File: config.mk
export PLATFORM = sky130hd
export DESIGN_NAME = tmpb_packet_builder
export DESIGN_NICKNAME = d
export VERILOG_FILES = /design/src/tmpb_pkg.sv /design/src/tmpb_packet_builder.sv
export SDC_FILE = /design/constraint.sdc
export NUM_CORES = 1
export LEC_CHECK = 0
export ABC_AREA = 1
export BUFFER_PORTS_ARGS = -buffer_cell sky130_fd_sc_hd__clkbuf_2
export CAP_MARGIN = 25
export CORE_ASPECT_RATIO = 0.8
export CORE_MARGIN = 3
export CORE_UTILIZATION = 45
export CTS_CLUSTER_SIZE = 24
export DETAILED_ROUTE_END_ITERATION = 7
export HOLD_SLACK_MARGIN = 0.06
export PLACE_DENSITY = 0.72
export SLEW_MARGIN = 30
export SYNTH_ARGS = -nofsm -noshare
export SYNTH_HDL_FRONTEND = slang
export SYNTH_SLANG_ARGS = --single-unit
export TNS_END_PERCENT = 10
File: constraint.sdc
create_clock -name clk_sys -period 3.94 [get_ports clk_sys]
set_input_delay 0.591 -clock clk_sys [delete_from_list [all_inputs] [get_ports clk_sys]]
set_output_delay 0.591 -clock clk_sys [all_outputs]
set_load 0.005 [all_outputs]
File: src/tmpb_pkg.sv
`default_nettype none
package tmpb_pkg;
  // ------------------------------------------------------------
  // timing
  // ------------------------------------------------------------
  localparam longint CLK_HZ = 250_000_000;
  localparam longint ACK_LIMIT_S = 2;
  localparam longint ACK_LIMIT_CYC = ACK_LIMIT_S * CLK_HZ;
  // ------------------------------------------------------------
  // packet fields
  // ------------------------------------------------------------
  localparam logic [2:0] TM_VERSION = 3'h0;
  localparam logic TM_TYPE = 1'b0;
  localparam logic DFH_PRESENT = 1'b1;
  localparam logic [2:0] PUS_VERSION = 3'h0;
  localparam logic [1:0] SEG_CONT = 2'h0;
  localparam logic [1:0] SEG_FIRST = 2'h1;
  localparam logic [1:0] SEG_LAST = 2'h2;
  localparam logic [1:0] SEG_ALONE = 2'h3;
  localparam logic [7:0] SVC_VERIFY = 8'h01;
  localparam logic [7:0] SUB_ACC_OK = 8'h01;
  localparam logic [7:0] SUB_ACC_FAIL = 8'h02;
  localparam logic [7:0] SVC_SCIENCE = 8'h15;
  localparam logic [7:0] SPARE8 = 8'h00;
  localparam logic [2:0] HDR_LAST = 3'h7;
  localparam int MAX_DF_OCTETS = 1018;
  localparam int DF_FIXED_OCTETS = 12;
  localparam int NW_W = 9;
  localparam logic [NW_W-1:0] MAX_SRC_WORDS = NW_W'((MAX_DF_OCTETS - DF_FIXED_OCTETS) / 2);
  localparam logic [NW_W-1:0] REP_OK_WORDS = 9'h002;
  localparam logic [NW_W-1:0] REP_FAIL_WORDS = 9'h003;
  localparam logic [15:0] LEN_BASE = 16'(DF_FIXED_OCTETS - 1);
  // ------------------------------------------------------------
  // register map
  // ------------------------------------------------------------
  localparam logic [7:0] REG_CTRL = 8'h00;
  localparam logic [7:0] REG_STATUS = 8'h04;
  localparam logic [7:0] REG_SEQ_SEL = 8'h08;
  localparam logic [7:0] REG_SEQ_VAL = 8'h0C;
  localparam logic [7:0] REG_PKT_CNT = 8'h10;
  localparam int CTRL_ENABLE = 0;
  localparam int ST_BUSY = 0;
  localparam int ST_REP_PEND = 1;
  localparam int ST_REFUSED = 2;
  localparam logic CTRL_ENABLE_RST = 1'b1;
  // ------------------------------------------------------------
  // types
  // ------------------------------------------------------------
  typedef enum logic [7:0] {
    FAIL_BAD_SOURCE_PROCESS_ID = 8'h00, FAIL_BAD_LEN = 8'h01, FAIL_BAD_SUM = 8'h02,
    FAIL_BAD_TYPE = 8'h03, FAIL_BAD_SUB = 8'h04, FAIL_BAD_DATA = 8'h05
  } tmpb_fail_t;
  typedef enum logic [3:0] {
    ST_IDLE = 4'b0001, ST_HDR = 4'b0010, ST_DATA = 4'b0100, ST_PEC = 4'b1000
  } tmpb_state_t;
  typedef struct packed {
    logic [10:0] source_process_id;
    logic [7:0] service;
    logic [7:0] subtype;
    logic [NW_W-1:0] nwords;
    logic [1:0] seg;
  } tmpb_req_t;
  typedef struct packed {
    logic [15:0] pkt_id;
    logic [15:0] seq_ctl;
    logic reject;
    tmpb_fail_t code;
  } tmpb_tc_t;
  typedef struct packed {
    logic valid;
    logic sop;
    logic eop;
    logic [15:0] word;
  } tmpb_word_t;
endpackage
`default_nettype wire

File: src/tmpb_packet_builder.sv
// Contract
// - version field always binary 000
// - packet type bit is zero
// - header-present flag set on every packet
// - primary header field order and widths
// - reserved and test source ids never emitted; only requests are screened, reports echo the command id unchecked
// - segmentation 11 except science data packets
// - science grouping flags first/cont/last/alone
// - group order follows sequence count
// - per-source counter increments per packet; the code keeps one counter per value of the low SRC_BITS bits of the source id
// - length field is data octets minus one
// - data field at most 1018 octets
// - data field whole words, length odd
// - data field header layout with time
// - spare header bits are zero
// - utilisation version field is zero
// - time stamp sampled at fixed point
// - packet ends with error check word
// - report carries command's source id
// - acceptance report within two seconds
// - report data: command id, sequence control
// - rejection report with failure code
//
// Our own choices: the address map and the strobed register port.
`timescale 1ns/1ps
`default_nettype none
module tmpb_packet_builder #(
  parameter int SRC_BITS = 4,
  parameter logic [15:0] PEC_POLY = 16'h1021,
  parameter logic [15:0] PEC_INIT = 16'hFFFF,
  parameter logic [10:0] EGSE_ID_LO = 11'h7E0,
  parameter logic [10:0] EGSE_ID_HI = 11'h7EF,
  parameter logic [10:0] TIME_ID = 11'h000,
  parameter logic [10:0] IDLE_ID = 11'h7FF,
  parameter longint ACK_LIMIT = tmpb_pkg::ACK_LIMIT_CYC
) (
  // clock and reset
  input wire logic clk_sys,
  input wire logic rst_n,
  // register port
  input wire logic [7:0] reg_addr,
  input wire logic [31:0] reg_wdata,
  input wire logic reg_wr,
  input wire logic reg_rd,
  output logic [31:0] reg_rdata,
  // packet requests
  input wire logic req_valid,
  input wire tmpb_pkg::tmpb_req_t req,
  output logic req_ready,
  // source data
  input wire logic src_valid,
  input wire logic [15:0] src_word,
  output logic src_ready,
  // command verification events
  input wire logic tc_valid,
  input wire tmpb_pkg::tmpb_tc_t tc,
  output logic tc_ready,
  // on-board time
  input wire logic [47:0] obt_time,
  // telemetry stream
  output var tmpb_pkg::tmpb_word_t tm_out
);
  localparam int NSRC = 2 ** SRC_BITS;
  generate
    if (SRC_BITS < 1 || SRC_BITS > 11) begin : g_bad
      $error("SRC_BITS must be 1 to 11");
    end
    if (ACK_LIMIT < 64) begin : g_bad_ack
      $error("ACK_LIMIT too small");
    end
  endgenerate

  // ------------------------------------------------------------
  // functions
  // ------------------------------------------------------------
  function automatic logic [15:0] pec_step(input logic [15:0] c, input logic [15:0] w);
    logic [15:0] r;
    r = c;
    for (int i = 15; i >= 0; i--) begin
      if (r[15] ^ w[i]) begin
        r = (r << 1) ^ PEC_POLY;
      end else begin
        r = r << 1;
      end
    end
    return r;
  endfunction

  function automatic logic id_refused(input logic [10:0] a);
    return (a >= EGSE_ID_LO && a <= EGSE_ID_HI) || a == TIME_ID || a == IDLE_ID;
  endfunction

  function automatic logic [SRC_BITS-1:0] src_idx(input logic [10:0] a);
    return a[SRC_BITS-1:0];
  endfunction

  // ------------------------------------------------------------
  // state
  // ------------------------------------------------------------
  tmpb_pkg::tmpb_state_t state, next_state;
  logic [tmpb_pkg::NW_W-1:0] cnt, next_cnt;
  logic [2:0] widx, next_widx;
  logic [1:0] ridx, next_ridx;
  logic [15:0] hdr [8];
  logic [15:0] next_hdr [8];
  logic [15:0] rep_w [3];
  logic [15:0] next_rep_w [3];
  logic [13:0] seq_cnt [NSRC];
  logic [13:0] next_seq_cnt [NSRC];
  logic is_rep, next_is_rep;
  logic rep_rej, next_rep_rej;
  logic rep_pend, next_rep_pend;
  tmpb_pkg::tmpb_tc_t rep_buf, next_rep_buf;
  logic [15:0] crc, next_crc;
  logic refused, next_refused;
  logic enable, next_enable;
  logic [SRC_BITS-1:0] seq_sel, next_seq_sel;
  logic [15:0] pkt_cnt, next_pkt_cnt;
  tmpb_pkg::tmpb_word_t next_tm;
  logic [31:0] next_rdata;
  logic next_req_ready, next_src_ready, next_tc_ready;
  logic start;
  logic [10:0] s_id;
  logic [7:0] s_svc, s_sub;
  logic [tmpb_pkg::NW_W-1:0] s_n;
  logic [1:0] s_seg;
  logic emit;
  logic [15:0] e_word;

  // ------------------------------------------------------------
  // next-state logic
  // ------------------------------------------------------------
  always_comb begin
    next_state = state;
    next_cnt = cnt;
    next_widx = widx;
    next_ridx = ridx;
    next_hdr = hdr;
    next_rep_w = rep_w;
    next_seq_cnt = seq_cnt;
    next_is_rep = is_rep;
    next_rep_rej = rep_rej;
    next_rep_pend = rep_pend;
    next_rep_buf = rep_buf;
    next_crc = crc;
    next_refused = refused;
    next_enable = enable;
    next_seq_sel = seq_sel;
    next_pkt_cnt = pkt_cnt;
    next_tm = '0;
    next_rdata = 32'h0000_0000;
    start = 1'b0;
    s_id = 11'h000;
    s_svc = 8'h00;
    s_sub = 8'h00;
    s_n = '0;
    s_seg = tmpb_pkg::SEG_ALONE;
    emit = 1'b0;
    e_word = 16'h0000;
    // software side; later hardware sets win over these clears
    if (reg_wr) begin
      case (reg_addr)
        tmpb_pkg::REG_CTRL: next_enable = reg_wdata[tmpb_pkg::CTRL_ENABLE];
        tmpb_pkg::REG_STATUS: if (reg_wdata[tmpb_pkg::ST_REFUSED]) next_refused = 1'b0;
        tmpb_pkg::REG_SEQ_SEL: next_seq_sel = reg_wdata[SRC_BITS-1:0];
        default: ;
      endcase
    end
    if (reg_rd) begin
      case (reg_addr)
        tmpb_pkg::REG_CTRL: next_rdata = 32'(enable);
        tmpb_pkg::REG_STATUS: next_rdata = 32'({refused, rep_pend, state != tmpb_pkg::ST_IDLE});
        tmpb_pkg::REG_SEQ_SEL: next_rdata = 32'(seq_sel);
        tmpb_pkg::REG_SEQ_VAL: next_rdata = 32'(seq_cnt[seq_sel]);
        tmpb_pkg::REG_PKT_CNT: next_rdata = 32'(pkt_cnt);
        default: next_rdata = 32'h0000_0000;
      endcase
    end
    if (tc_valid && tc_ready) begin
      next_rep_pend = 1'b1;
      next_rep_buf = tc;
    end
    case (state)
      tmpb_pkg::ST_IDLE: begin
        if (rep_pend) begin
          // verification reports go first to meet their deadline
          start = 1'b1;
          s_id = rep_buf.pkt_id[10:0];
          s_svc = tmpb_pkg::SVC_VERIFY;
          s_sub = rep_buf.reject ? tmpb_pkg::SUB_ACC_FAIL : tmpb_pkg::SUB_ACC_OK;
          s_n = rep_buf.reject ? tmpb_pkg::REP_FAIL_WORDS : tmpb_pkg::REP_OK_WORDS;
          next_is_rep = 1'b1;
          next_rep_rej = rep_buf.reject;
          next_rep_pend = 1'b0;
          next_rep_w[0] = rep_buf.pkt_id;
          next_rep_w[1] = rep_buf.seq_ctl;
          next_rep_w[2] = {tmpb_pkg::SPARE8, rep_buf.code};
        end else if (req_valid && req_ready) begin
          // refused requests are swallowed and flagged in status
          if (id_refused(req.source_process_id) || req.nwords > tmpb_pkg::MAX_SRC_WORDS) begin
            next_refused = 1'b1;
          end else begin
            start = 1'b1;
            s_id = req.source_process_id;
            s_svc = req.service;
            s_sub = req.subtype;
            s_n = req.nwords;
            // grouping only honoured for science data
            s_seg = (req.service == tmpb_pkg::SVC_SCIENCE) ? req.seg : tmpb_pkg::SEG_ALONE;
            next_is_rep = 1'b0;
          end
        end
      end
      tmpb_pkg::ST_HDR: begin
        emit = 1'b1;
        e_word = hdr[widx];
        next_tm.sop = (widx == 3'h0);
        next_widx = widx + 3'h1;
        if (widx == tmpb_pkg::HDR_LAST) begin
          next_state = (cnt == '0) ? tmpb_pkg::ST_PEC : tmpb_pkg::ST_DATA;
        end
      end
      tmpb_pkg::ST_DATA: begin
        if (is_rep || (src_valid && src_ready)) begin
          emit = 1'b1;
          e_word = is_rep ? rep_w[ridx] : src_word;
          next_ridx = ridx + 2'h1;
          next_cnt = cnt - 1'b1;
          if (cnt == 9'h001) begin
            next_state = tmpb_pkg::ST_PEC;
          end
        end
      end
      tmpb_pkg::ST_PEC: begin
        emit = 1'b1;
        e_word = crc;
        next_tm.eop = 1'b1;
        next_pkt_cnt = pkt_cnt + 16'h0001;
        next_state = tmpb_pkg::ST_IDLE;
      end
      default: next_state = tmpb_pkg::ST_IDLE;
    endcase
    if (emit) begin
      next_tm.valid = 1'b1;
      next_tm.word = e_word;
      next_crc = pec_step(crc, e_word);
    end
    if (start) begin
      // count wraps naturally at 14 bits
      next_seq_cnt[src_idx(s_id)] = seq_cnt[src_idx(s_id)] + 14'h0001;
      next_hdr[0] = {tmpb_pkg::TM_VERSION, tmpb_pkg::TM_TYPE, tmpb_pkg::DFH_PRESENT, s_id};
      next_hdr[1] = {s_seg, seq_cnt[src_idx(s_id)]};
      next_hdr[2] = tmpb_pkg::LEN_BASE + {6'h00, s_n, 1'b0};
      next_hdr[3] = {1'b0, tmpb_pkg::PUS_VERSION, 4'h0, s_svc};
      next_hdr[4] = {s_sub, tmpb_pkg::SPARE8};
      // time taken at packet start for every service
      next_hdr[5] = obt_time[47:32];
      next_hdr[6] = obt_time[31:16];
      next_hdr[7] = obt_time[15:0];
      next_cnt = s_n;
      next_widx = 3'h0;
      next_ridx = 2'h0;
      next_crc = PEC_INIT;
      next_state = tmpb_pkg::ST_HDR;
    end
    next_req_ready = (next_state == tmpb_pkg::ST_IDLE) && !next_rep_pend && next_enable;
    next_src_ready = (next_state == tmpb_pkg::ST_DATA) && !next_is_rep;
    next_tc_ready = !next_rep_pend;
  end

  // ------------------------------------------------------------
  // registers
  // ------------------------------------------------------------
  always_ff @(posedge clk_sys or negedge rst_n) begin
    if (!rst_n) begin
      state <= tmpb_pkg::ST_IDLE;
      cnt <= '0;
      widx <= 3'h0;
      ridx <= 2'h0;
      for (int i = 0; i < 8; i++) hdr[i] <= 16'h0000;
      for (int i = 0; i < 3; i++) rep_w[i] <= 16'h0000;
      for (int i = 0; i < NSRC; i++) seq_cnt[i] <= 14'h0000;
      is_rep <= 1'b0;
      rep_rej <= 1'b0;
      rep_pend <= 1'b0;
      rep_buf <= '0;
      crc <= 16'h0000;
      refused <= 1'b0;
      enable <= tmpb_pkg::CTRL_ENABLE_RST;
      seq_sel <= '0;
      pkt_cnt <= 16'h0000;
      tm_out <= '0;
      reg_rdata <= 32'h0000_0000;
      req_ready <= 1'b0;
      src_ready <= 1'b0;
      tc_ready <= 1'b0;
    end else begin
      state <= next_state;
      cnt <= next_cnt;
      widx <= next_widx;
      ridx <= next_ridx;
      hdr <= next_hdr;
      rep_w <= next_rep_w;
      seq_cnt <= next_seq_cnt;
      is_rep <= next_is_rep;
      rep_rej <= next_rep_rej;
      rep_pend <= next_rep_pend;
      rep_buf <= next_rep_buf;
      crc <= next_crc;
      refused <= next_refused;
      enable <= next_enable;
      seq_sel <= next_seq_sel;
      pkt_cnt <= next_pkt_cnt;
      tm_out <= next_tm;
      reg_rdata <= next_rdata;
      req_ready <= next_req_ready;
      src_ready <= next_src_ready;
      tc_ready <= next_tc_ready;
    end
  end

  // ------------------------------------------------------------
  // checks
  // ------------------------------------------------------------
  logic [9:0] pos, pos_cur;
  logic [15:0] mon_crc;
  logic [31:0] ack_wait;
  assign pos_cur = tm_out.sop ? 10'h000 : pos;
  always_ff @(posedge clk_sys or negedge rst_n) begin
    if (!rst_n) begin
      pos <= 10'h000;
      mon_crc <= 16'h0000;
      ack_wait <= 32'h0000_0000;
    end else begin
      if (tm_out.valid) pos <= pos_cur + 10'h001;
      if (tm_out.valid && !tm_out.eop) mon_crc <= pec_step(tm_out.sop ? PEC_INIT : mon_crc, tm_out.word);
      if (tm_out.valid && tm_out.sop && is_rep) ack_wait <= 32'h0000_0000;
      else if (rep_pend || (tc_valid && tc_ready)) ack_wait <= ack_wait + 32'h0000_0001;
    end
  end

  wire first_w = tm_out.valid && tm_out.sop;
endmodule // tmpb_packet_builder
`default_nettype wire

==> summary.txt <==
Clock Tree Root: clkbuf_16
CP arrival: 4.14 ns
Outcome: finished clean
Leak pwr: 15.6 nW
Post-route DRC violation count: 0
Synthesized area per cell: 7.42 µm²
Minimum clock period: 3.61 ns
Area delta synth->final: 16.1%
Total GRT Usage: 28.8%
Max Cap Violations: 0
Synth warnings: 0
CTS H-tree depth: 2
Tightest Pin Transition: 1.06 ns
Vias in the first global route: 23,300
Number of synthesized register bits: 503
CTS tree: yes
Die ar.: 62,400 µm²
Pins over their slew limit: 0
Layout Skew: 0.0234 ns
FFs w/ async S/R, synth: 100%
Die extent in x: 279 µm
Filler Cells Inserted: 5,569
Die height: 224 µm
Core box area: 58,500 µm²
Pwr dens: 788 nW/µm²
Critical Path Slowest Stage Cell: dfstp_2
Multi-input logic area: 11,900 µm²
Synth top area cells: dfrtp_1, nand2_1, o21ai_0, inv_1, nand3_1
TritonCTS buffer count: 52
TNS Setup: 0 ns
Hold Crit Start: obt_time[25]
Register Area: 12,600 µm²
Starting Density: 45.7%
Most common cell in the netlist: nand2_1
Share of cells above drive strength 1: 13.1%
Hold_ws: 0.185 ns
Dpl cells: 4,507
Fin util: 53.1%
Postcts setup bufs: 0
Layout Cells excl Fill: 4,603
Routability cong.: 0.976
Maximum clock path buffer count: 3
Primary FF master, synth: dfrtp_1
Syn Std Cell Area: 26,800 µm²
Critical Path RT: 4.47 ns
IO buf count: 199
Grt total ovfl: 0
Vias per cell: 5.62
Fin nets: 3,991
Worst-path clk slew: 0.06 ns
FP Rows: 79
Synth cell types: 53
Setup crit start kind: register
Antenna Nets Post-Route: 0
Post-synthesis sequential area ratio: 47.0%
Buf+Inv Stages, Crit Path: 3
Critical R2R Launch: state[0]$_DFF_PN1_
DR pass1 iterations: 7
Max Freq: 0.277 GHz
Mapped Cells: 3,606
DRT Wirelength: 91.8 mm
Detailed placement HPWL: 62.9 mm
Nature of the critical path endpoint: register
RSZ-0062 raised after global routing: false
Delay-heaviest family, CP: simple AND/OR/NAND/NOR gates
Crit Path Category: register to register
Share of the synthesized area in the top cell type: 46.9%
Final Hold Viols: 0
Clk_lat worst skew: 0.62 ns
First-pass GRT wire length: 140 mm
Most used cell, CP: nand2_1
EDFF count, synth: 0
DRT iter0 DRCs: 3,669
Slew margin rel.: 29.4%
Vias: 25,900
Antenna violations before repair: 4
Pin count of the biggest net entering global routing: 129
Ports: 244
Tcrit/Tclk final: 91.6%
Crit path largest cell delay: 0.57 ns
Max VDD drop: 0.000468 V
Total clock sinks: 503
Min-delay worst type: primary input to register
DR WL/cell: 20.0 µm
Worst path cell trace: nand4_4 > nor2_4 > nand2_1 > nand2_2 > inv_2 > buf_12 > nand2_1 > nand2_1 > nand2_1 > nand2_1 > nor2_1 > nand2_1 > nor2_4 > nand2_1 > nand2_2 > buf_12 > nand3_1 > o21ai_1
Critical Path Start: state[0]$_DFF_PN1_
Commonest cells post-synth: nand2_1, dfrtp_1, o21ai_0
Crit-path max FO: 39
Setup-failing EPs final: 0
Cell taking the most area after synthesis: dfrtp_1
-- layer usage --
metal	track usage, %	vias to the layer above	part of all wire [%]
li1	-	12000	-
met1	43.9	12300	44
met2	40.1	1429	41
met3	7.62	193	13
met4	8.20	8	2.7
met5	0	-	0.057
-- registers in the layout (all words and copies together), names as in the netlist --
name       cells
seq_cnt      224
hdr          102
rep_buf       41
rep_w         40
tm_out        19
crc           16
pkt_cnt       16
reg_rdata     16
cnt            9
seq_sel        4
state          4
widx           3
ridx           2
enable         1
is_rep         1
refused        1
rep_pend       1
req_ready      1
src_ready      1
tc_ready       1
-- final cells by class --
type	instances	share of cell area, %
diodes	1	0.00806
clock buffers	73	4.70
clock inverters	21	0.862
inverters	364	4.41
multi-input cells	2533	38.3
flip-flops and latches	503	40.6
well taps	769	3.10
repair buffers	339	8.04
-- placed cells by master, fill, tap and decap left out, types with 7 or more instances in the layout --
cell,instances
nand4_1,18
nor3_1,17
a22oi_1,12
ha_1,8
o21ai_1,58
nand2_2,12
xnor2_1,12
o311ai_0,7
dfrtp_1,498
a31oi_1,11
xor2_1,30
o211ai_1,37
o21ai_0,408
a22o_1,8
conb_1,16
mux2_2,15
clkbuf_2,198
nand2_1,1157
inv_2,12
nand3_1,239
nor2_1,171
buf_4,104
buf_12,35
clkinv_2,12
clkbuf_16,52
a21oi_1,182
clkbuf_8,8
nand3b_1,33
nor2_2,10
o22ai_1,21
inv_1,344
clkbuf_1,13
-- worst register-to-register path: stages (launching register included) --
cell and delay [ns]:
dfstp_2 0.57, nand4_4 0.18, nor2_4 0.25, nand2_1 0.16
nand2_2 0.19, inv_2 0.19, buf_12 0.24, nand2_1 0.13
nand2_1 0.12, nand2_1 0.10, nand2_1 0.05, nor2_1 0.41
nand2_1 0.20, nor2_4 0.20, nand2_1 0.10, nand2_2 0.10
buf_12 0.15, nand3_1 0.08, o21ai_1 0.12
-- repair_timing --
action                                  4_1_cts  5_1_grt
hold buffers                                  1        0
resized for setup                             0        1
endpoints found under the hold margin        68        0
endpoints found under the setup margin        0        4
-- path summary, 6_finish.rpt --
kind | to | slack [ns] | cells after the start
worst max register to register | seq_cnt[149]$_DFFE_PN0P_ | 0.33 | 18
max in group asynchronous | reg_rdata[15]$_DFF_PN0_ | 2.39 | 3
worst min register to register | hdr[80]$_DFFE_PN0P_ | 0.46 | 2
min in group asynchronous | hdr[23]$_DFFE_PN0P_ | 0.58 | 2
worst max-delay path | seq_cnt[149]$_DFFE_PN0P_ | 0.33 | 18
worst min-delay path | hdr[25]$_DFFE_PN0P_ | 0.19 | 3
-- report_power, final --
part           total (mW)  switching, mW  internal [mW]
logic                11.5           7.65           3.89
registers            7.86          0.949           6.91
clock network        5.07           2.15           2.92
-- logic make-up (layout without fill, tap and decap cells) --
kind of cell             after synthesis  after routing  synth area share [%]
AND/OR/NAND/NOR                     1687           1687                  26.3
AO/OA/AOI/OAI                        763            763                  15.4
buffers and inverters                585            797                  8.83
flip-flops                           503            503                  47.0
XOR/XNOR                              42             42                  1.37
multiplexers                          17             17                 0.706
adder cells (fa/ha/maj)                8              8                 0.374
other                                  1             17                0.0140
-- through the flow --
step                total power [mW]  worst slack, ns  instance area (µm²)
floorplan                       14.8            0.603                26800
global placement                18.8            0.231                29300
detailed placement              19.1            0.201                29300
CTS                             24.2            0.425                31100
global route                    26.1            0.160                31100
finish                          24.5            0.332                31100
Note: power is estimated with default switching activity, not from simulation.
